==> src/intpin_consts.svh <==
// constants for the interrupt pin configuration block
// assumes a wishbone classic slave with 32-bit data and byte addresses
`ifndef INTPIN_CONSTS_SVH
`define INTPIN_CONSTS_SVH
`define ADDR_PIN_CONFIG 8'h18
`define ADDR_ROUTE_ONE 8'h20
`define ADDR_ROUTE_TWO 8'h24
`define ADDR_SYS_STATUS 8'h28
`define ADDR_IRQ_STATUS 8'h2c
`define ADDR_IRQ_MASK 8'h30
`define ADDR_CONTROL 8'h34
`define BIT_TRIG_MODE 7
`define BIT_DRDY_PULSE 3
`define BIT_PIN_FUNC 2
`define BIT_DRIVER 1
`define BIT_POLARITY 0
`define PIN_CONFIG_RESET 8'h01
`define PIN_CONFIG_KEEP 8'h03
`define DRDY_PULSE_NS 32000
`define CLK_PERIOD_NS 10
`define DRDY_PULSE_CYCLES (`DRDY_PULSE_NS / `CLK_PERIOD_NS)
`endif

==> src/intpin_pkg.sv <==
// types for the interrupt pin configuration block
// assumes intpin_consts.svh supplies the numbers
package intpin_pkg;
  typedef struct packed {
    logic o;
    logic oe;
  } pin_drive_t;
  typedef enum logic [1:0] {
    TRIG_IDLE = 2'b00,
    TRIG_SINGLE = 2'b01,
    TRIG_FULL = 2'b10
  } trig_state_t;
endpackage

==> src/intpin_cfg.sv <==
// interrupt pin driver and external trigger logic with wishbone registers
// assumes pins are resolved outside from o/oe; trigger and strap are async pins
`timescale 1ns/100ps
`default_nettype none
`include "intpin_consts.svh"

// How it works
// - pin-function 0 makes the second pin an interrupt output with routing.
// - pin-function 1: rising pin edge triggers full or single acquisition.
// - system status shows trigger enabled when pin-function selects it and no motion-detect strap.
// - trigger enabled ignores second-pin routing and floats the pin.
// - motion-detect strap ignores pin-function; no trigger then.
// - driver bit 0 push-pull, 1 open-drain or open-source.
// - driver bit survives soft reset; cleared only by power-up or hibernate.
// - motion-detect strap forces open-drain, ignoring the driver bit.
// - polarity 0 means active low, idle high, negative data-ready pulse.
// - polarity 1, the default, means active high, positive pulses.
// - polarity bit survives soft reset; set back to 1 only by power-up or hibernate.
// - motion-detect strap forces active low on both outputs.
// - open-drain drives 0 or floats; open-source drives 1 or floats.
// - pulse mode emits 32 us data-ready pulse per output cycle, ORed.
module intpin_cfg
  import intpin_pkg::*;
#(
  parameter int EVENT_W = 8,
  parameter int PULSE_CYCLES = `DRDY_PULSE_CYCLES
) (
  // clock and reset
  input wire logic core_clk_i,
  input wire logic reset_i,
  input wire logic hibernate_i,
  input wire logic soft_reset_i,
  // wishbone classic slave
  input wire logic wb_cyc_i,
  input wire logic wb_stb_i,
  input wire logic wb_we_i,
  input wire logic [7:0] wb_adr_i,
  input wire logic [3:0] wb_sel_i,
  input wire logic [31:0] wb_dat_i,
  output logic [31:0] wb_dat_o,
  output logic wb_ack_o,
  // events from the sensor core
  input wire logic [EVENT_W-1:0] event_flags_i,
  input wire logic data_ready_event_i,
  input wire logic odr_tick_i,
  input wire logic boot_config_strap_i,
  // pins
  output logic interrupt_pin_one_o,
  output logic interrupt_pin_one_oe_o,
  input wire logic interrupt_pin_two_i,
  output logic interrupt_pin_two_o,
  output logic interrupt_pin_two_oe_o,
  // acquisition requests and status interrupt
  output logic acq_single_o,
  output logic acq_full_o,
  output logic irq_o
);
  localparam int CNT_W = $clog2(PULSE_CYCLES + 1);

  logic [7:0] pin_config_r;
  logic [EVENT_W-1:0] route_one_r, route_two_r;
  logic [1:0] irq_status_r, irq_mask_r;
  logic [2:0] trig_sync_r;
  logic [1:0] strap_sync_r;
  logic [CNT_W-1:0] pulse_cnt_r;
  trig_state_t trig_state_r, trig_state_nxt;
  logic ack_r;
  logic [31:0] rdata_r;

  // register decode
  wire req = wb_cyc_i && wb_stb_i && !ack_r;
  wire wr = req && wb_we_i && wb_sel_i[0];
  wire rd = req && !wb_we_i;
  wire wr_cfg = wr && (wb_adr_i == `ADDR_PIN_CONFIG);
  wire wr_r1 = wr && (wb_adr_i == `ADDR_ROUTE_ONE);
  wire wr_r2 = wr && (wb_adr_i == `ADDR_ROUTE_TWO);
  wire wr_mask = wr && (wb_adr_i == `ADDR_IRQ_MASK);
  wire rd_stat = rd && (wb_adr_i == `ADDR_IRQ_STATUS);

  // strap effects
  wire motion_mode = strap_sync_r[1];
  wire trig_enabled = pin_config_r[`BIT_PIN_FUNC] && !motion_mode;
  wire open_drv = motion_mode || pin_config_r[`BIT_DRIVER];
  wire active_high = !motion_mode && pin_config_r[`BIT_POLARITY];

  wire pulse_mode = pin_config_r[`BIT_DRDY_PULSE] && !motion_mode;
  wire pulse_on = pulse_cnt_r != '0;
  wire drdy_src = pulse_mode ? pulse_on : data_ready_event_i;

  wire assert_one = |(route_one_r & event_flags_i) || drdy_src;
  wire assert_two = !trig_enabled && (|(route_two_r & event_flags_i));

  function automatic pin_drive_t drive(input logic act, input logic hi, input logic od);
    pin_drive_t d;
    d.o = act ~^ hi;
    d.oe = od ? act : 1'b1;
    return d;
  endfunction

  pin_drive_t d1, d2;
  assign d1 = drive(assert_one, active_high, open_drv);
  assign d2 = drive(assert_two, active_high, open_drv);
  assign interrupt_pin_one_o = d1.o;
  assign interrupt_pin_one_oe_o = d1.oe;
  assign interrupt_pin_two_o = d2.o;
  assign interrupt_pin_two_oe_o = trig_enabled ? 1'b0 : d2.oe;

  // rising edge of trigger, read from synced stages only
  wire trig_rise = trig_enabled && trig_sync_r[1] && !trig_sync_r[2];

  always_comb begin
    trig_state_nxt = TRIG_IDLE;
    unique case (trig_state_r)
      TRIG_IDLE: begin
        if (trig_rise) begin
          trig_state_nxt = pin_config_r[`BIT_TRIG_MODE] ? TRIG_FULL : TRIG_SINGLE;
        end
      end
      TRIG_SINGLE, TRIG_FULL: begin
        trig_state_nxt = TRIG_IDLE;
      end
      default: begin
        // code 2'b11 is never entered; recover to idle rather than stick
        trig_state_nxt = TRIG_IDLE;
      end
    endcase
  end
  assign acq_single_o = trig_state_r == TRIG_SINGLE;
  assign acq_full_o = trig_state_r == TRIG_FULL;

  always_ff @(posedge core_clk_i) begin
    if (reset_i) begin
      trig_sync_r <= 3'h0;
      strap_sync_r <= 2'h0;
      trig_state_r <= TRIG_IDLE;
    end else begin
      trig_sync_r <= {trig_sync_r[1:0], interrupt_pin_two_i};
      strap_sync_r <= {strap_sync_r[0], boot_config_strap_i};
      trig_state_r <= trig_state_nxt;
    end
  end

  // soft reset keeps driver and polarity
  always_ff @(posedge core_clk_i) begin
    if (reset_i || hibernate_i) begin
      pin_config_r <= `PIN_CONFIG_RESET;
    end else if (wr_cfg) begin
      pin_config_r <= wb_dat_i[7:0];
    end else if (soft_reset_i) begin
      pin_config_r <= (pin_config_r & `PIN_CONFIG_KEEP) | (`PIN_CONFIG_RESET & ~`PIN_CONFIG_KEEP);
    end
  end

  always_ff @(posedge core_clk_i) begin
    if (reset_i || hibernate_i || soft_reset_i) begin
      route_one_r <= '0;
      route_two_r <= '0;
      irq_mask_r <= 2'h0;
    end else begin
      if (wr_r1) route_one_r <= wb_dat_i[EVENT_W-1:0];
      if (wr_r2) route_two_r <= wb_dat_i[EVENT_W-1:0];
      if (wr_mask) irq_mask_r <= wb_dat_i[1:0];
    end
  end

  // status: bit0 trigger seen, bit1 data ready; set wins over read clear
  wire [1:0] irq_set = {data_ready_event_i, trig_rise};
  always_ff @(posedge core_clk_i) begin
    if (reset_i) begin
      irq_status_r <= 2'h0;
    end else begin
      irq_status_r <= (rd_stat ? 2'h0 : irq_status_r) | irq_set;
    end
  end
  assign irq_o = |(irq_status_r & irq_mask_r);

  always_ff @(posedge core_clk_i) begin
    if (reset_i || !pulse_mode) begin
      pulse_cnt_r <= '0;
    end else if (odr_tick_i) begin
      pulse_cnt_r <= CNT_W'(PULSE_CYCLES);
    end else if (pulse_on) begin
      pulse_cnt_r <= pulse_cnt_r - 1'b1;
    end
  end

  wire [31:0] rmux =
    (wb_adr_i == `ADDR_PIN_CONFIG) ? {24'h0, pin_config_r} :
    (wb_adr_i == `ADDR_ROUTE_ONE) ? 32'(route_one_r) :
    (wb_adr_i == `ADDR_ROUTE_TWO) ? 32'(route_two_r) :
    (wb_adr_i == `ADDR_SYS_STATUS) ? {30'h0, motion_mode, trig_enabled} :
    (wb_adr_i == `ADDR_IRQ_STATUS) ? {30'h0, irq_status_r} :
    (wb_adr_i == `ADDR_IRQ_MASK) ? {30'h0, irq_mask_r} : 32'h0;

  always_ff @(posedge core_clk_i) begin
    if (reset_i) begin
      ack_r <= 1'b0;
      rdata_r <= 32'h0;
    end else begin
      ack_r <= req;
      if (rd) rdata_r <= rmux;
    end
  end
  assign wb_ack_o = ack_r;
  assign wb_dat_o = rdata_r;

  AST_SYS_STATUS: assert property (@(posedge core_clk_i) disable iff (reset_i)
    trig_enabled == (pin_config_r[`BIT_PIN_FUNC] && !strap_sync_r[1]))
    else $error("trigger status wrong");

  AST_PIN_FLOAT: assert property (@(posedge core_clk_i) disable iff (reset_i)
    trig_enabled |-> !interrupt_pin_two_oe_o)
    else $error("pin two driven");

  AST_TRIG_ACQ: assert property (@(posedge core_clk_i) disable iff (reset_i)
    trig_rise |=> (acq_single_o ^ acq_full_o) ##1 !(acq_single_o || acq_full_o))
    else $error("trigger request wrong");

  AST_STRAP_LOW: assert property (@(posedge core_clk_i) disable iff (reset_i)
    (motion_mode && interrupt_pin_one_oe_o) |-> !interrupt_pin_one_o)
    else $error("strap not active low");

  AST_OPEN_DRV: assert property (@(posedge core_clk_i) disable iff (reset_i)
    (open_drv && interrupt_pin_one_oe_o) |-> interrupt_pin_one_o == active_high)
    else $error("open driver level");

  AST_PUSH_PULL: assert property (@(posedge core_clk_i) disable iff (reset_i)
    !open_drv |-> interrupt_pin_one_oe_o)
    else $error("push-pull floated");

  AST_KEEP_CFG: assert property (@(posedge core_clk_i) disable iff (reset_i)
    (soft_reset_i && !wr_cfg && !hibernate_i) |=>
    pin_config_r[1:0] == $past(pin_config_r[1:0])) else $error("config lost");

  AST_PULSE: assert property (@(posedge core_clk_i) disable iff (reset_i)
    (pulse_mode && odr_tick_i) |=> pulse_cnt_r == CNT_W'(PULSE_CYCLES))
    else $error("pulse not started");

  // ack lasts exactly one cycle
  AST_ACK_PULSE: assert property (@(posedge core_clk_i) disable iff (reset_i)
    wb_ack_o |=> !wb_ack_o)
    else $error("ack held too long");

  // a new request is answered on the next edge
  AST_ACK_ANSWER: assert property (@(posedge core_clk_i) disable iff (reset_i)
    (wb_cyc_i && wb_stb_i && !wb_ack_o) |=> wb_ack_o)
    else $error("request not acked");

  AST_PP_HIGH: assert property (@(posedge core_clk_i) disable iff (reset_i)
    (!open_drv && active_high) |-> (interrupt_pin_one_o == assert_one))
    else $error("active high level wrong");

  AST_PP_LOW: assert property (@(posedge core_clk_i) disable iff (reset_i)
    (!open_drv && !active_high) |-> (interrupt_pin_one_o == !assert_one))
    else $error("active low level wrong");

  AST_OD_IDLE: assert property (@(posedge core_clk_i) disable iff (reset_i)
    (open_drv && !assert_one) |-> !interrupt_pin_one_oe_o)
    else $error("open driver not floating");

  AST_OD_ACTIVE: assert property (@(posedge core_clk_i) disable iff (reset_i)
    (open_drv && assert_one) |-> interrupt_pin_one_oe_o)
    else $error("open driver not driving");

  AST_TWO_OUTPUT: assert property (@(posedge core_clk_i) disable iff (reset_i)
    (!trig_enabled && !open_drv) |-> interrupt_pin_two_oe_o)
    else $error("pin two not driven");

  AST_ROUTE_IGNORED: assert property (@(posedge core_clk_i) disable iff (reset_i)
    trig_enabled |-> !assert_two)
    else $error("routing reached pin two");

  AST_STRAP_NO_TRIG: assert property (@(posedge core_clk_i) disable iff (reset_i)
    motion_mode |-> !trig_enabled)
    else $error("trigger in motion mode");

  AST_STRAP_OD: assert property (@(posedge core_clk_i) disable iff (reset_i)
    motion_mode |-> open_drv)
    else $error("strap not open drain");

  AST_STRAP_TWO_LOW: assert property (@(posedge core_clk_i) disable iff (reset_i)
    (motion_mode && interrupt_pin_two_oe_o) |-> !interrupt_pin_two_o)
    else $error("pin two not active low");

  AST_HIB_CLEAR: assert property (@(posedge core_clk_i) disable iff (reset_i)
    hibernate_i |=> (pin_config_r == `PIN_CONFIG_RESET))
    else $error("hibernate kept config");

  AST_KEEP_POL: assert property (@(posedge core_clk_i) disable iff (reset_i)
    (soft_reset_i && !wr_cfg && !hibernate_i) |=>
    pin_config_r[`BIT_POLARITY] == $past(pin_config_r[`BIT_POLARITY])) else $error("pol lost");

  AST_SOFT_DEFAULTS: assert property (@(posedge core_clk_i) disable iff (reset_i)
    (soft_reset_i && !wr_cfg && !hibernate_i) |=> (pin_config_r[7:2] == 6'h00))
    else $error("soft reset kept upper bits");

  AST_TRIG_FULL: assert property (@(posedge core_clk_i) disable iff (reset_i)
    (trig_rise && pin_config_r[`BIT_TRIG_MODE]) |=> acq_full_o)
    else $error("full run missing");

  AST_TRIG_SINGLE: assert property (@(posedge core_clk_i) disable iff (reset_i)
    (trig_rise && !pin_config_r[`BIT_TRIG_MODE]) |=> acq_single_o)
    else $error("single run missing");

  AST_NO_SPURIOUS: assert property (@(posedge core_clk_i) disable iff (reset_i)
    !trig_rise |=> !(acq_single_o || acq_full_o))
    else $error("request without edge");

  // read clears status when nothing new arrives
  AST_READ_CLEAR: assert property (@(posedge core_clk_i) disable iff (reset_i)
    (rd_stat && !data_ready_event_i && !trig_rise) |=> (irq_status_r == 2'h0))
    else $error("status not cleared");

  AST_PULSE_END: assert property (@(posedge core_clk_i) disable iff (reset_i)
    (pulse_mode && pulse_cnt_r == CNT_W'(1) && !odr_tick_i) |=> !pulse_on)
    else $error("pulse too long");

  AST_PULSE_PIN: assert property (@(posedge core_clk_i) disable iff (reset_i)
    (pulse_mode && pulse_on) |-> assert_one)
    else $error("pulse not on pin");
endmodule
`default_nettype wire

==> config.mk <==
export PLATFORM = sky130hd
export DESIGN_NAME = intpin_cfg
export DESIGN_NICKNAME = d
export VERILOG_FILES = /design/src/intpin_pkg.sv /design/src/intpin_cfg.sv
export VERILOG_INCLUDE_DIRS = /design/src
export SDC_FILE = /design/constraint.sdc
export NUM_CORES = 1
export LEC_CHECK = 0
export BUFFER_PORTS_ARGS = -buffer_cell sky130_fd_sc_hd__buf_4
export CORE_MARGIN = 3
export CORE_UTILIZATION = 53
export DETAILED_ROUTE_END_ITERATION = 12
export PLACE_DENSITY_LB_ADDON = 0.05
export SYNTH_ARGS = -nofsm -noshare
export SYNTH_HDL_FRONTEND = slang
export SYNTH_SLANG_ARGS = --single-unit
==> constraint.sdc <==
create_clock -name core_clk_i -period 4 [get_ports core_clk_i]
set_input_delay 0.8 -clock core_clk_i [delete_from_list [all_inputs] [get_ports core_clk_i]]
set_output_delay 0.8 -clock core_clk_i [all_outputs]
set_load 0.1 [all_outputs]
Word level (Yosys, flattened, before mapping):

Index checks and enable logic that the tools add are counted.

* latch bits: 0
* bits in writable memories: 0
* output and inout bits: 40
* memory bits (read-only): 0
* memories: 0
* register bits: 80
* logic and storage cells: 82
* bits of input ports: 63

* reduce and logical (&&, ||, !) cells: 36
* add/subtract/negate cells: 1
* muxes and demuxes: 16
* $lt $le $gt $ge: 0
* div/mod/pow operators: 0
* equal/unequal tests: 8
* shifts and indexed selects: 0
* bitwise logic cells: 8
* $mul: 0

Operator list (number)
* 8-bit by 6-bit == test with 1-bit output, second input constant: 5
* 8-bit two-way mux: 5
* 12-bit two-way mux: 2
* 8-bit AND: 2
* 1-bit logical AND: 16
* 8-bit OR reduction: 2
* 12-bit nonzero test: 1
* 12-bit by 1-bit subtractor with 12-bit output, second input constant: 1
* 2-bit two-way mux: 5
* 8-bit by 5-bit == test with 1-bit output, second input constant: 1
* 1-bit zero test: 6
* 1-bit logical OR: 5
* 1-bit two-way mux: 4
* 2-bit nonzero test: 2
* 2-bit OR reduction: 2
* 3-bit OR reduction: 1
* 2-bit AND: 1
* 2-bit by 1-bit == test with 1-bit output, second input constant: 1
* 2-bit == test, second input constant: 1
* 2-bit zero test: 1
* 1-bit inverter: 2
* 2-bit bitwise OR: 1
* 1-bit bitwise XNOR: 2

Depth between registers and ports, before layout:

Gate-level depths: netlist of run 1.

* word-level depth: 7
* gate-level depth with buffers: 8
* mapped depth without buffers: 7

Worst setup path after synthesis of run 1:

No wires, ideal clock.

* kind: register -> output
* start point: reg pulse_cnt_r[2]
* end point: out interrupt_pin_one_o
* buffers on the path: 1
* path slack: -70 ps
* arrival time: 3270 ps
* cell stages (with the launch flop): 7
* data required time: 3200 ps
* cells stage by stage: dfxtp_1 > or4_4 > or4_1 > buf_2 > o22a_1 > o21a_1 > o22ai_1

* word-level cells in the longest chain between the ends: 4

RTL lines
* from (decl): RTL line intpin_cfg.sv:65 `logic [CNT_W-1:0] pulse_cnt_r;`
* from (signal assigned): RTL line intpin_cfg.sv:181 `pulse_cnt_r <= CNT_W'(PULSE_CYCLES);`
* from (signal assigned): RTL line intpin_cfg.sv:183 `pulse_cnt_r <= pulse_cnt_r - 1'b1;`
* 12-bit nonzero test: RTL line intpin_cfg.sv:87 `wire pulse_on = pulse_cnt_r != '0;`
* 1-bit two-way mux: RTL line intpin_cfg.sv:88 `wire drdy_src = pulse_mode ? pulse_on : data_ready_event_i;`
* 1-bit logical OR: RTL line intpin_cfg.sv:90 `wire assert_one = |(route_one_r & event_flags_i) || drdy_src;`
* 1-bit bitwise XNOR: RTL line intpin_cfg.sv:95 `d.o = act ~^ hi;`
* to (decl): RTL line intpin_cfg.sv:48 `output logic interrupt_pin_one_o,`

No other way between the ends.

Worst setup path in the final report of run 1:

Ends and elaborated chain as after synthesis.

==> metrics.md, run 1 <==
| Metric | Value |
|---|---|
| Critical Path AT | `2.76 ns` |
| Outcome | `completed` |
| Worst setup startpoint | `pulse_cnt_r[2]$_SDFFE_PP0P_` |
| Worst min path class | `register to register` |
| Tot GR Track Use | `20.8%` |
| CTS resizes | `0` |
| WP data required | `3.20 ns` |
| FF+latch count, synth | `56` |
| Top_reg_cell synth | `dfxtp_1` |
| Setup TNS | `0 ns` |
| Vias per cell | `5.46` |
| Proportion of layout cells with a drive suffix above 1 | `20.6%` |
| Worst vdd ir | `247 uV` |
| Crit path buffers/inverters | `1` |
| Crit. End Element | `output pin` |
| Core Footprint | `0.00494 mm^2` |
| Critical R2R Launch | `pulse_cnt_r[2]$_SDFFE_PP0P_` |
| ANT nets after route | `0` |
| Crit Path Max Fanout | `7` |
| CTS tree | `built` |
| Most instantiated library cell after synthesis | `dfxtp_1` |
| Residual DRC | `0` |
| Initial antenna violation count | `0` |
| DRT Wirelength | `6370 um` |
| RSZ-0062 raised after global routing | `no` |
| Count of cell types in the netlist | `46` |
| Fillcell total | `444` |
| Routability cong. | `0.853` |
| Fmax | `281 MHz` |
| Clock Skews | `0.00867 ns` |
| EDFF count, synth | `0` |
| Final Core Density | `66.3%` |
| Die Wd | `79.0 um` |
| First-pass GRT wire length | `10400 um` |
| H-tree depth | `2` |
| Post-CTS Hold Buffers | `0` |
| Tcrit/Tclk final | `89.1%` |
| Die Ht | `79.0 um` |
| Max-slew violations | `0` |
| Multi-input logic area | `0.00155 mm^2` |
| Final nets | `437` |
| Slew headroom | `53.7%` |
| Largest net degree at the start of global routing | `22` |
| Final Critical Period | `3.56 ns` |
| Synth Instances | `327` |
| Area delta synth->final | `16.0%` |
| Worst-path clk slew | `0.10 ns` |
| Vias | `2409` |
| HP Start | `strap_sync_r[0]$_SDFF_PP0_` |
| Pre-CTS WS | `0.793 ns` |
| Initial drt markers | `151` |
| CP startpoint kind | `register` |
| Synth top area share | `39.7%` |
| CP delay by family, top | `simple AND/OR/NAND/NOR gates` |
| Post-CTS Setup Bufs | `0` |
| N_diodes | `0` |
| Register area | `0.00112 mm^2` |
| Synth async-reset ratio | `0%` |
| DRT Pass-1 Iters | `4` |
| Crit path setup slack, layout | `0.436 ns` |
| Worst-Margin Slew | `0.688 ns` |
| Die area | `0.00624 mm^2` |
| Number of core rows | `25` |
| Mean Syn Cell Area | `8.64 um^2` |
| Finish-stage setup viols | `0` |
| Cts bufs inserted | `5` |
| Critical path type | `register to output pin` |
| Synth area leaders | `dfxtp_1 (40%), mux2i_1 (6.7%), nor2_1 (6.5%), buf_4 (6.4%), mux2_2 (3.2%)` |
| Initial Util | `57.1%` |
| Register area share after synthesis | `39.7%` |
| CP cell instances | `or4_4 -> or4_1 -> o22a_1 -> o21a_1 -> o22ai_2 -> buf_4` |
| Max-Cap Viols | `0` |
| Most common library cells after synthesis | `dfxtp_1 (56), nor2_1 (49), buf_4 (24), nand2_1 (20), mux2i_1 (19)` |
| CP max-delay cell | `or4_1` |
| Fin. Hold Viols | `0` |
| Pwr dens | `355 mW/mm^2` |
| Mapped Area | `0.00282 mm^2` |
| Worst skew pair latency | `0.31 ns` |
| CTS root buf | `clkbuf_8` |
| Crit-path max cell delay | `0.64 ns` |
| Leakage power | `1.38 nW` |
| Clock Path Buffers | `2` |
| Input/output buffers | `51` |
| Post-DP HPWL | `4960 um` |
| Number of synthesis warnings | `0` |
| Vias in the first global route | `2160` |
| Grt ovf | `0` |
| Area leader, netlist | `dfxtp_1` |
| Clk sinks | `56` |
| I/O pin count | `103` |
| Wire per inst | `14.4 um` |
metal layers:
metal / GRT usage, % / wire length [um] / up-vias
met5: 0 / 0 / -
met4: 4.64 / 38 / 0
met3: 3.51 / 384 / 4
met2: 33.9 / 2950 / 76
met1: 28.9 / 3000 / 1121
li1: - / - / 1208
through the flow:
stage	std cells	power, mW	hold WS, ns	area (um^2)
floorplan	350	0.765	0.412	2920
global placement	433	0.794	0.418	3160
detailed placement	433	0.796	0.431	3160
CTS	441	1.17	0.458	3280
global route	441	1.21	0.471	3280
finish	441	1.16	0.454	3280
cells in the final DEF, fill, tap and decap left out, drive strengths merged, types with 2 or more instances in the layout:
cell type   n
a2111oi     2
a211oi      2
a21boi      2
a21oi      14
a221oi      8
a22oi      10
buf        51
clkbuf      5
conb       24
dfxtp      56
inv         7
mux2        8
mux2i      19
nand2      20
nand2b      5
nand3       5
nand3b      9
nand4       6
nor2       49
nor2b      14
nor3       15
nor4        5
o21ai       2
or2         3
or3         3
or4         7
xnor2       4
xor2        4
flip-flops by register name (all words and copies together), names as in the netlist, 3 cells and up:
signal and flops:
pin_config_r 8, pulse_cnt_r 12, route_one_r 8, route_two_r 8, trig_sync_r 3, wb_dat_o 8
power breakdown:
| group | switching [mW] | internal [mW] | total (mW) |
|---|---|---|---|
| combinational | 0.173 | 0.0431 | 0.216 |
| clock | 0.190 | 0.189 | 0.379 |
| sequential | 0.00375 | 0.563 | 0.567 |
| total | 0.367 | 0.795 | 1.16 |
kinds of logic after synthesis:
family,after synthesis,synth area share (%)
compound gates,46,11.3
mux,27,9.92
simple gates,147,27.3
xor+xnor,8,2.48
flops,56,39.7
fa+ha+maj,1,0.443
other cells,1,0.133
buf+inv,41,8.68
path summary, 6_finish.rpt:
path	slack, ns	to	cells past startpoint
worst max-delay path	0.44	interrupt_pin_one_o	6
worst min-delay path	0.45	strap_sync_r[1]$_SDFF_PP0_	1
worst max register to register	1.84	pulse_cnt_r[11]$_SDFFE_PP0P_	4
worst min register to register	0.45	strap_sync_r[1]$_SDFF_PP0_	1
final cells by class:
cell class,count,area share [%]
flip-flops and latches,56,34.2
well taps,67,2.56
clock inverters,3,1.41
multi-input cells,253,47.3
inverters,6,0.688
clock buffers,5,2.10
repair buffers,51,11.7
Note: power is estimated with default switching activity, not from simulation.
==> inputs of run 2 (changes only) <==
--- a/config.mk
+++ b/config.mk
@@ -8,7 +8,7 @@
 export LEC_CHECK = 0
 export BUFFER_PORTS_ARGS = -buffer_cell sky130_fd_sc_hd__buf_4
 export CORE_MARGIN = 3
-export CORE_UTILIZATION = 53
+export CORE_UTILIZATION = 45
 export DETAILED_ROUTE_END_ITERATION = 12
 export PLACE_DENSITY_LB_ADDON = 0.05
 export SYNTH_ARGS = -nofsm -noshare
==> constraint.sdc (replaced) <==
create_clock -name core_clk_i -period 3.2 [get_ports core_clk_i]
set_input_delay 0.64 -clock core_clk_i [delete_from_list [all_inputs] [get_ports core_clk_i]]
set_output_delay 0.64 -clock core_clk_i [all_outputs]
set_load 0.1 [all_outputs]
==> metrics.md, run 2 (synthesis gave the netlist of run 1 again) <==
| Metric | Value |
|---|---|
| CP startpoint kind | `register` |
| Initial antenna violation count | `0` |
| Worst min path class | `register to register` |
| Clk sinks | `56` |
| WP data required | `2.56 ns` |
| Clock Skews | `0.00557 ns` |
| Wire per inst | `14.7 um` |
| Fin. Hold Viols | `0` |
| CTS root buf | `clkbuf_8` |
| Residual DRC | `0` |
| Biggest register | `pulse_cnt_r` |
| Setup TNS | `0 ns` |
| Worst vdd ir | `280 uV` |
| Max reg flops | `12` |
| Pwr dens | `434 mW/mm^2` |
| Met1 wire length | `3150 um` |
| Critical path type | `register to output pin` |
| Crit path setup slack, layout | `0.0724 ns` |
| Number of core rows | `28` |
| Crit Path Max Fanout | `4` |
| Fmax | `320 MHz` |
| Dpl cells | `444` |
| Input/output buffers | `51` |
| Proportion of layout cells with a drive suffix above 1 | `23.2%` |
| DRT Pass-1 Iters | `4` |
| Commonest cells after routing, fill and taps aside | `buf_4 (55), dfxtp_1 (53), nor2_1 (49)` |
| Switching Power | `462 uW` |
| Max Used Layer | `met4` |
| Met3 wire length | `404 um` |
| Worst-path clk slew | `0.10 ns` |
| DRT Wirelength | `6680 um` |
| Crit. End Element | `output pin` |
| Slew headroom | `49.7%` |
| Vias per cell | `5.40` |
| Core Footprint | `0.00599 mm^2` |
| Comb power frac | `18.9%` |
| Vias | `2452` |
| H-tree depth | `2` |
| Switch share | `31.7%` |
| Final nets | `442` |
| Vias in the first global route | `2217` |
| Max-Cap Viols | `0` |
| Outcome | `completed` |
| Routed wl met2 | `3050 um` |
| Cts bufs inserted | `5` |
| RSZ-0062 raised after global routing | `yes` |
| Die Ht | `85.2 um` |
| I/O pin count | `103` |
| Tot GR Track Use | `18.4%` |
| CTS tree | `built` |
| Grt ovf | `0` |
| Finish-stage setup viols | `0` |
| Pre-CTS WS | `0.213 ns` |
| Sequential Power Share | `48.7%` |
| Worst skew pair latency | `0.31 ns` |
| Clock Path Buffers | `2` |
| Die area | `0.00726 mm^2` |
| Max-slew violations | `0` |
| N_diodes | `0` |
| Post-DP HPWL | `5010 um` |
| Leakage power | `1.41 nW` |
| Internal | `994 uW` |
| Final Critical Period | `3.13 ns` |
| Layout Cells excl Fill | `454` |
| Final Core Density | `56.0%` |
| Critical Path AT | `2.49 ns` |
| First-pass GRT wire length | `10900 um` |
| Worst-Margin Slew | `0.751 ns` |
| Clock power share | `32.4%` |
| ANT nets after route | `0` |
| Area delta synth->final | `18.7%` |
| Largest net degree at the start of global routing | `22` |
| Tcrit/Tclk final | `97.7%` |
| Initial Util | `47.1%` |
| Die Wd | `85.2 um` |
| Initial drt markers | `131` |
| Routability cong. | `0.825` |
| Commonest non-fill, non-tap cell in the layout | `buf_4` |
[run 2: cell count changes in the layout (fill, tap and decap cells not counted), moves of 2 or more]
| cell | before | now |
|---|---|---|
| or4_4 | 2 | 4 |
| dfxtp_2 | 0 | 3 |
| or4_1 | 5 | 3 |
| dfxtp_1 | 56 | 53 |
| buf_4 | 51 | 55 |
[run 2: final timing paths]
path	cells after the start	to	slack, ns	from
max	6	interrupt_pin_one_o	0.07	pulse_cnt_r[8]$_SDFFE_PP0P_
min	1	trig_sync_r[1]$_SDFF_PP0_	0.45	trig_sync_r[0]$_SDFF_PP0_
max reg2reg	5	pulse_cnt_r[11]$_SDFFE_PP0P_	0.93	pulse_cnt_r[2]$_SDFFE_PP0P_
min reg2reg	1	trig_sync_r[1]$_SDFF_PP0_	0.45	trig_sync_r[0]$_SDFF_PP0_
[run 2: layout make-up]
cell class | count | area, um^2
fill | 576 | 2640
tap | 75 | 93.8
clock buffer | 5 | 68.8
clock inverter | 3 | 42.5
timing repair buffer | 56 | 433
sequential | 56 | 1120
multi-input combinational | 253 | 1570
inverter | 6 | 22.5
[run 2: power by group through the flow]
stage | clock [mW] | sequential, mW | combinational [mW]
6_report | 0.472 | 0.709 | 0.275
3_5_place_dp | 0 | 0.725 | 0.272
3_3_place_gp | 0 | 0.725 | 0.271
5_1_grt | 0.506 | 0.710 | 0.287
2_1_floorplan | 0 | 0.753 | 0.204
4_1_cts | 0.482 | 0.709 | 0.275
[run 2: worst max-delay path, stage by stage, from the launching register on]
cell     delay [ns]
dfxtp_2        0.35
or4_4          0.55
or4_4          0.52
o22a_1         0.19
o21a_1         0.20
o22ai_4        0.18
buf_12         0.20
[run 2: stage by stage]
stage          area, um^2  power, mW  hold slack [ns]
6_report             3350       1.46            0.447
5_1_grt              3350       1.50            0.470
4_1_cts              3340       1.47            0.452
2_1_floorplan        2920      0.957            0.412
3_3_place_gp         3200      0.996            0.429
3_5_place_dp         3200      0.997            0.428
[run 2: routing by layer]
metal  up-vias  GRT usage, %
li1       1212             -
met1      1158          26.0
met2        77          28.5
met3         5          3.79
met4         0          4.75
met5         -             0
[run 2: repair_timing]
action | CTS | global route
buffers inserted | 1 | 1
endpoints found under the setup margin | 1 | 2
pin swaps | 1 | 2
gates resized for setup | 4 | 5
hold buffers | 0 | 0
==> inputs of run 3 (changes only) <==
--- a/config.mk
+++ b/config.mk
@@ -7,9 +7,12 @@
 export NUM_CORES = 1
 export LEC_CHECK = 0
 export BUFFER_PORTS_ARGS = -buffer_cell sky130_fd_sc_hd__buf_4
+export CELL_PAD_IN_SITES_DETAIL_PLACEMENT = 0
+export CELL_PAD_IN_SITES_GLOBAL_PLACEMENT = 2
 export CORE_MARGIN = 3
-export CORE_UTILIZATION = 45
+export CORE_UTILIZATION = 25
 export DETAILED_ROUTE_END_ITERATION = 12
+export HOLD_SLACK_MARGIN = 0.03
 export PLACE_DENSITY_LB_ADDON = 0.05
 export SYNTH_ARGS = -nofsm -noshare
 export SYNTH_HDL_FRONTEND = slang
==> metrics.md, run 3 (synthesis gave the netlist of run 1 again) <==
| Metric | Value |
|---|---|
| Area delta synth->final | `23.3%` |
| Critical R2R Launch | `pulse_cnt_r[2]$_SDFFE_PP0P_` |
| Layout Cells excl Fill | `519` |
| Residual DRC | `0` |
| Input/output buffers | `51` |
| DRT Wirelength | `7910 um` |
| DRT Pass-1 Iters | `6` |
| Initial drt markers | `81` |
| WP data required | `2.56 ns` |
| Clock Path Buffers | `2` |
| Finish-stage setup viols | `0` |
| Placed cell area | `0.00329 mm^2` |
| Final Critical Period | `3.10 ns` |
| Proportion of layout cells with a drive suffix above 1 | `23.0%` |
| Final nets | `442` |
| Post-CTS Hold Buffers | `0` |
| CP startpoint kind | `register` |
| Die Wd | `112 um` |
| Worst-path clk slew | `0.08 ns` |
| CTS root buf | `clkbuf_16` |
| Setup TNS | `0 ns` |
| Final Core Density | `31.8%` |
| Outcome | `completed` |
| Initial antenna violation count | `0` |
| RSZ-0062 raised after global routing | `yes` |
| CTS tree | `built` |
| Pre-CTS WS | `0.216 ns` |
| Dpl cells | `510` |
| Overall power | `1.56 mW` |
| Critical path type | `register to output pin` |
| Fin. Hold Viols | `0` |
| Largest net degree at the start of global routing | `22` |
| Crit path setup slack, layout | `0.0982 ns` |
| Register-to-Register Path Depth | `6` |
| Critical Path AT | `2.46 ns` |
| Worst skew pair latency | `0.29 ns` |
| I/O pin count | `103` |
| Post-route cell area | `0.00348 mm^2` |
| Fillcell total | `1189` |
| First-pass GRT wire length | `12600 um` |
| Worst min path class | `register to register` |
| Routability cong. | `0.741` |
| Max-slew violations | `0` |
| Commonest cells after routing, fill and taps aside | `buf_4 (55), dfxtp_1 (55), nor2_1 (49)` |
| Fmax | `322 MHz` |
| Pwr dens | `449 mW/mm^2` |
| Max-Cap Viols | `0` |
| FF-to-FF End | `pulse_cnt_r[6]$_SDFFE_PP0P_` |
| Core Footprint | `0.0109 mm^2` |
| Max reg flops | `12` |
| Slew headroom | `46.6%` |
| Tcrit/Tclk final | `96.9%` |
| Hold path depth | `1` |
| R2R Setup Slk | `0.89 ns` |
| Die area | `0.0126 mm^2` |
| Wire per inst | `15.2 um` |
| Vias | `2379` |
| Number of core rows | `38` |
| Tot GR Track Use | `12.6%` |
| N_diodes | `0` |
| Clock Skews | `0.00716 ns` |
| Vias per cell | `4.58` |
| Biggest register | `pulse_cnt_r` |
| Leakage power | `1.43 nW` |
| Die Ht | `112 um` |
| Crit Path Max Fanout | `5` |
| Worst-Margin Slew | `0.795 ns` |
| Crit. End Element | `output pin` |
| ANT nets after route | `0` |
| Worst vdd ir | `194 uV` |
| WHS | `0.430 ns` |
| HP Start | `strap_sync_r[0]$_SDFF_PP0_` |
| Post-DP HPWL | `6060 um` |
| WHS Endpoint | `strap_sync_r[1]$_SDFF_PP0_` |
| Clk sinks | `56` |
| Initial Util | `25.8%` |
| Grt ovf | `0` |
| Vias in the first global route | `2347` |
| H-tree depth | `2` |
| Cts bufs inserted | `5` |
run 3: cell count changes in the layout (fill, tap and decap cells not counted), moves of 2 or more:
cell	previous run	this run
clkbuf_8	5	1
clkbuf_16	0	5
dfxtp_1	53	55
dfxtp_2	3	1
run 3: metal layers:
layer | global-route usage [%] | vias up | share of wire (%)
li1 | - | 1218 | -
met1 | 17.7 | 1085 | 50
met2 | 19.8 | 74 | 45
met3 | 2.37 | 2 | 4.4
met4 | 3.61 | 0 | 0.56
met5 | 0 | - | 0
run 3: critical path, stage by stage, from the launching register on:
cell     delay (ns)
dfxtp_2        0.35
or4_4          0.55
or4_4          0.51
o22a_1         0.18
o21a_1         0.20
o22ai_4        0.18
buf_12         0.20
run 3: how the worst max path moves through the flow:
stage / startpoint / to / slack [ns] / depth (start not counted)
after floorplan: event_flags_i[1] / interrupt_pin_two_o / 0.14 / 3
after global placement: pulse_cnt_r[2]$_SDFFE_PP0P_ / interrupt_pin_one_o / 0.21 / 6
after detailed placement: pulse_cnt_r[2]$_SDFFE_PP0P_ / interrupt_pin_one_o / 0.22 / 6
after CTS: pulse_cnt_r[2]$_SDFFE_PP0P_ / interrupt_pin_one_o / 0.02 / 6
after global routing: pulse_cnt_r[2]$_SDFFE_PP0P_ / interrupt_pin_one_o / -0.01 / 6
final: pulse_cnt_r[2]$_SDFFE_PP0P_ / interrupt_pin_one_o / 0.1 / 6
run 3: area by class of cell:
| cell class | count | area, um^2 | share of cell area (%) |
|---|---|---|---|
| clock buffer | 6 | 139 | 3.99 |
| clock inverter | 2 | 13.8 | 0.395 |
| inverter | 6 | 22.5 | 0.647 |
| multi-input combinational | 253 | 1580 | 45.3 |
| timing repair buffer | 56 | 433 | 12.4 |
| tap | 140 | 175 | 5.03 |
| sequential | 56 | 1120 | 32.2 |
run 3: what timing repair did:
item	4_1_cts	5_1_grt
gates resized for setup	4	4
endpoints found under the setup margin	1	2
cloned	0	0
pin swaps	1	1
setup buffers	1	0
run 3: power by group:
part / leakage [nW] / switching (mW) / internal, mW
combinational: 0.902 / 0.220 / 0.0580
clock: 0.0772 / 0.261 / 0.314
sequential: 0.453 / 0.00497 / 0.704
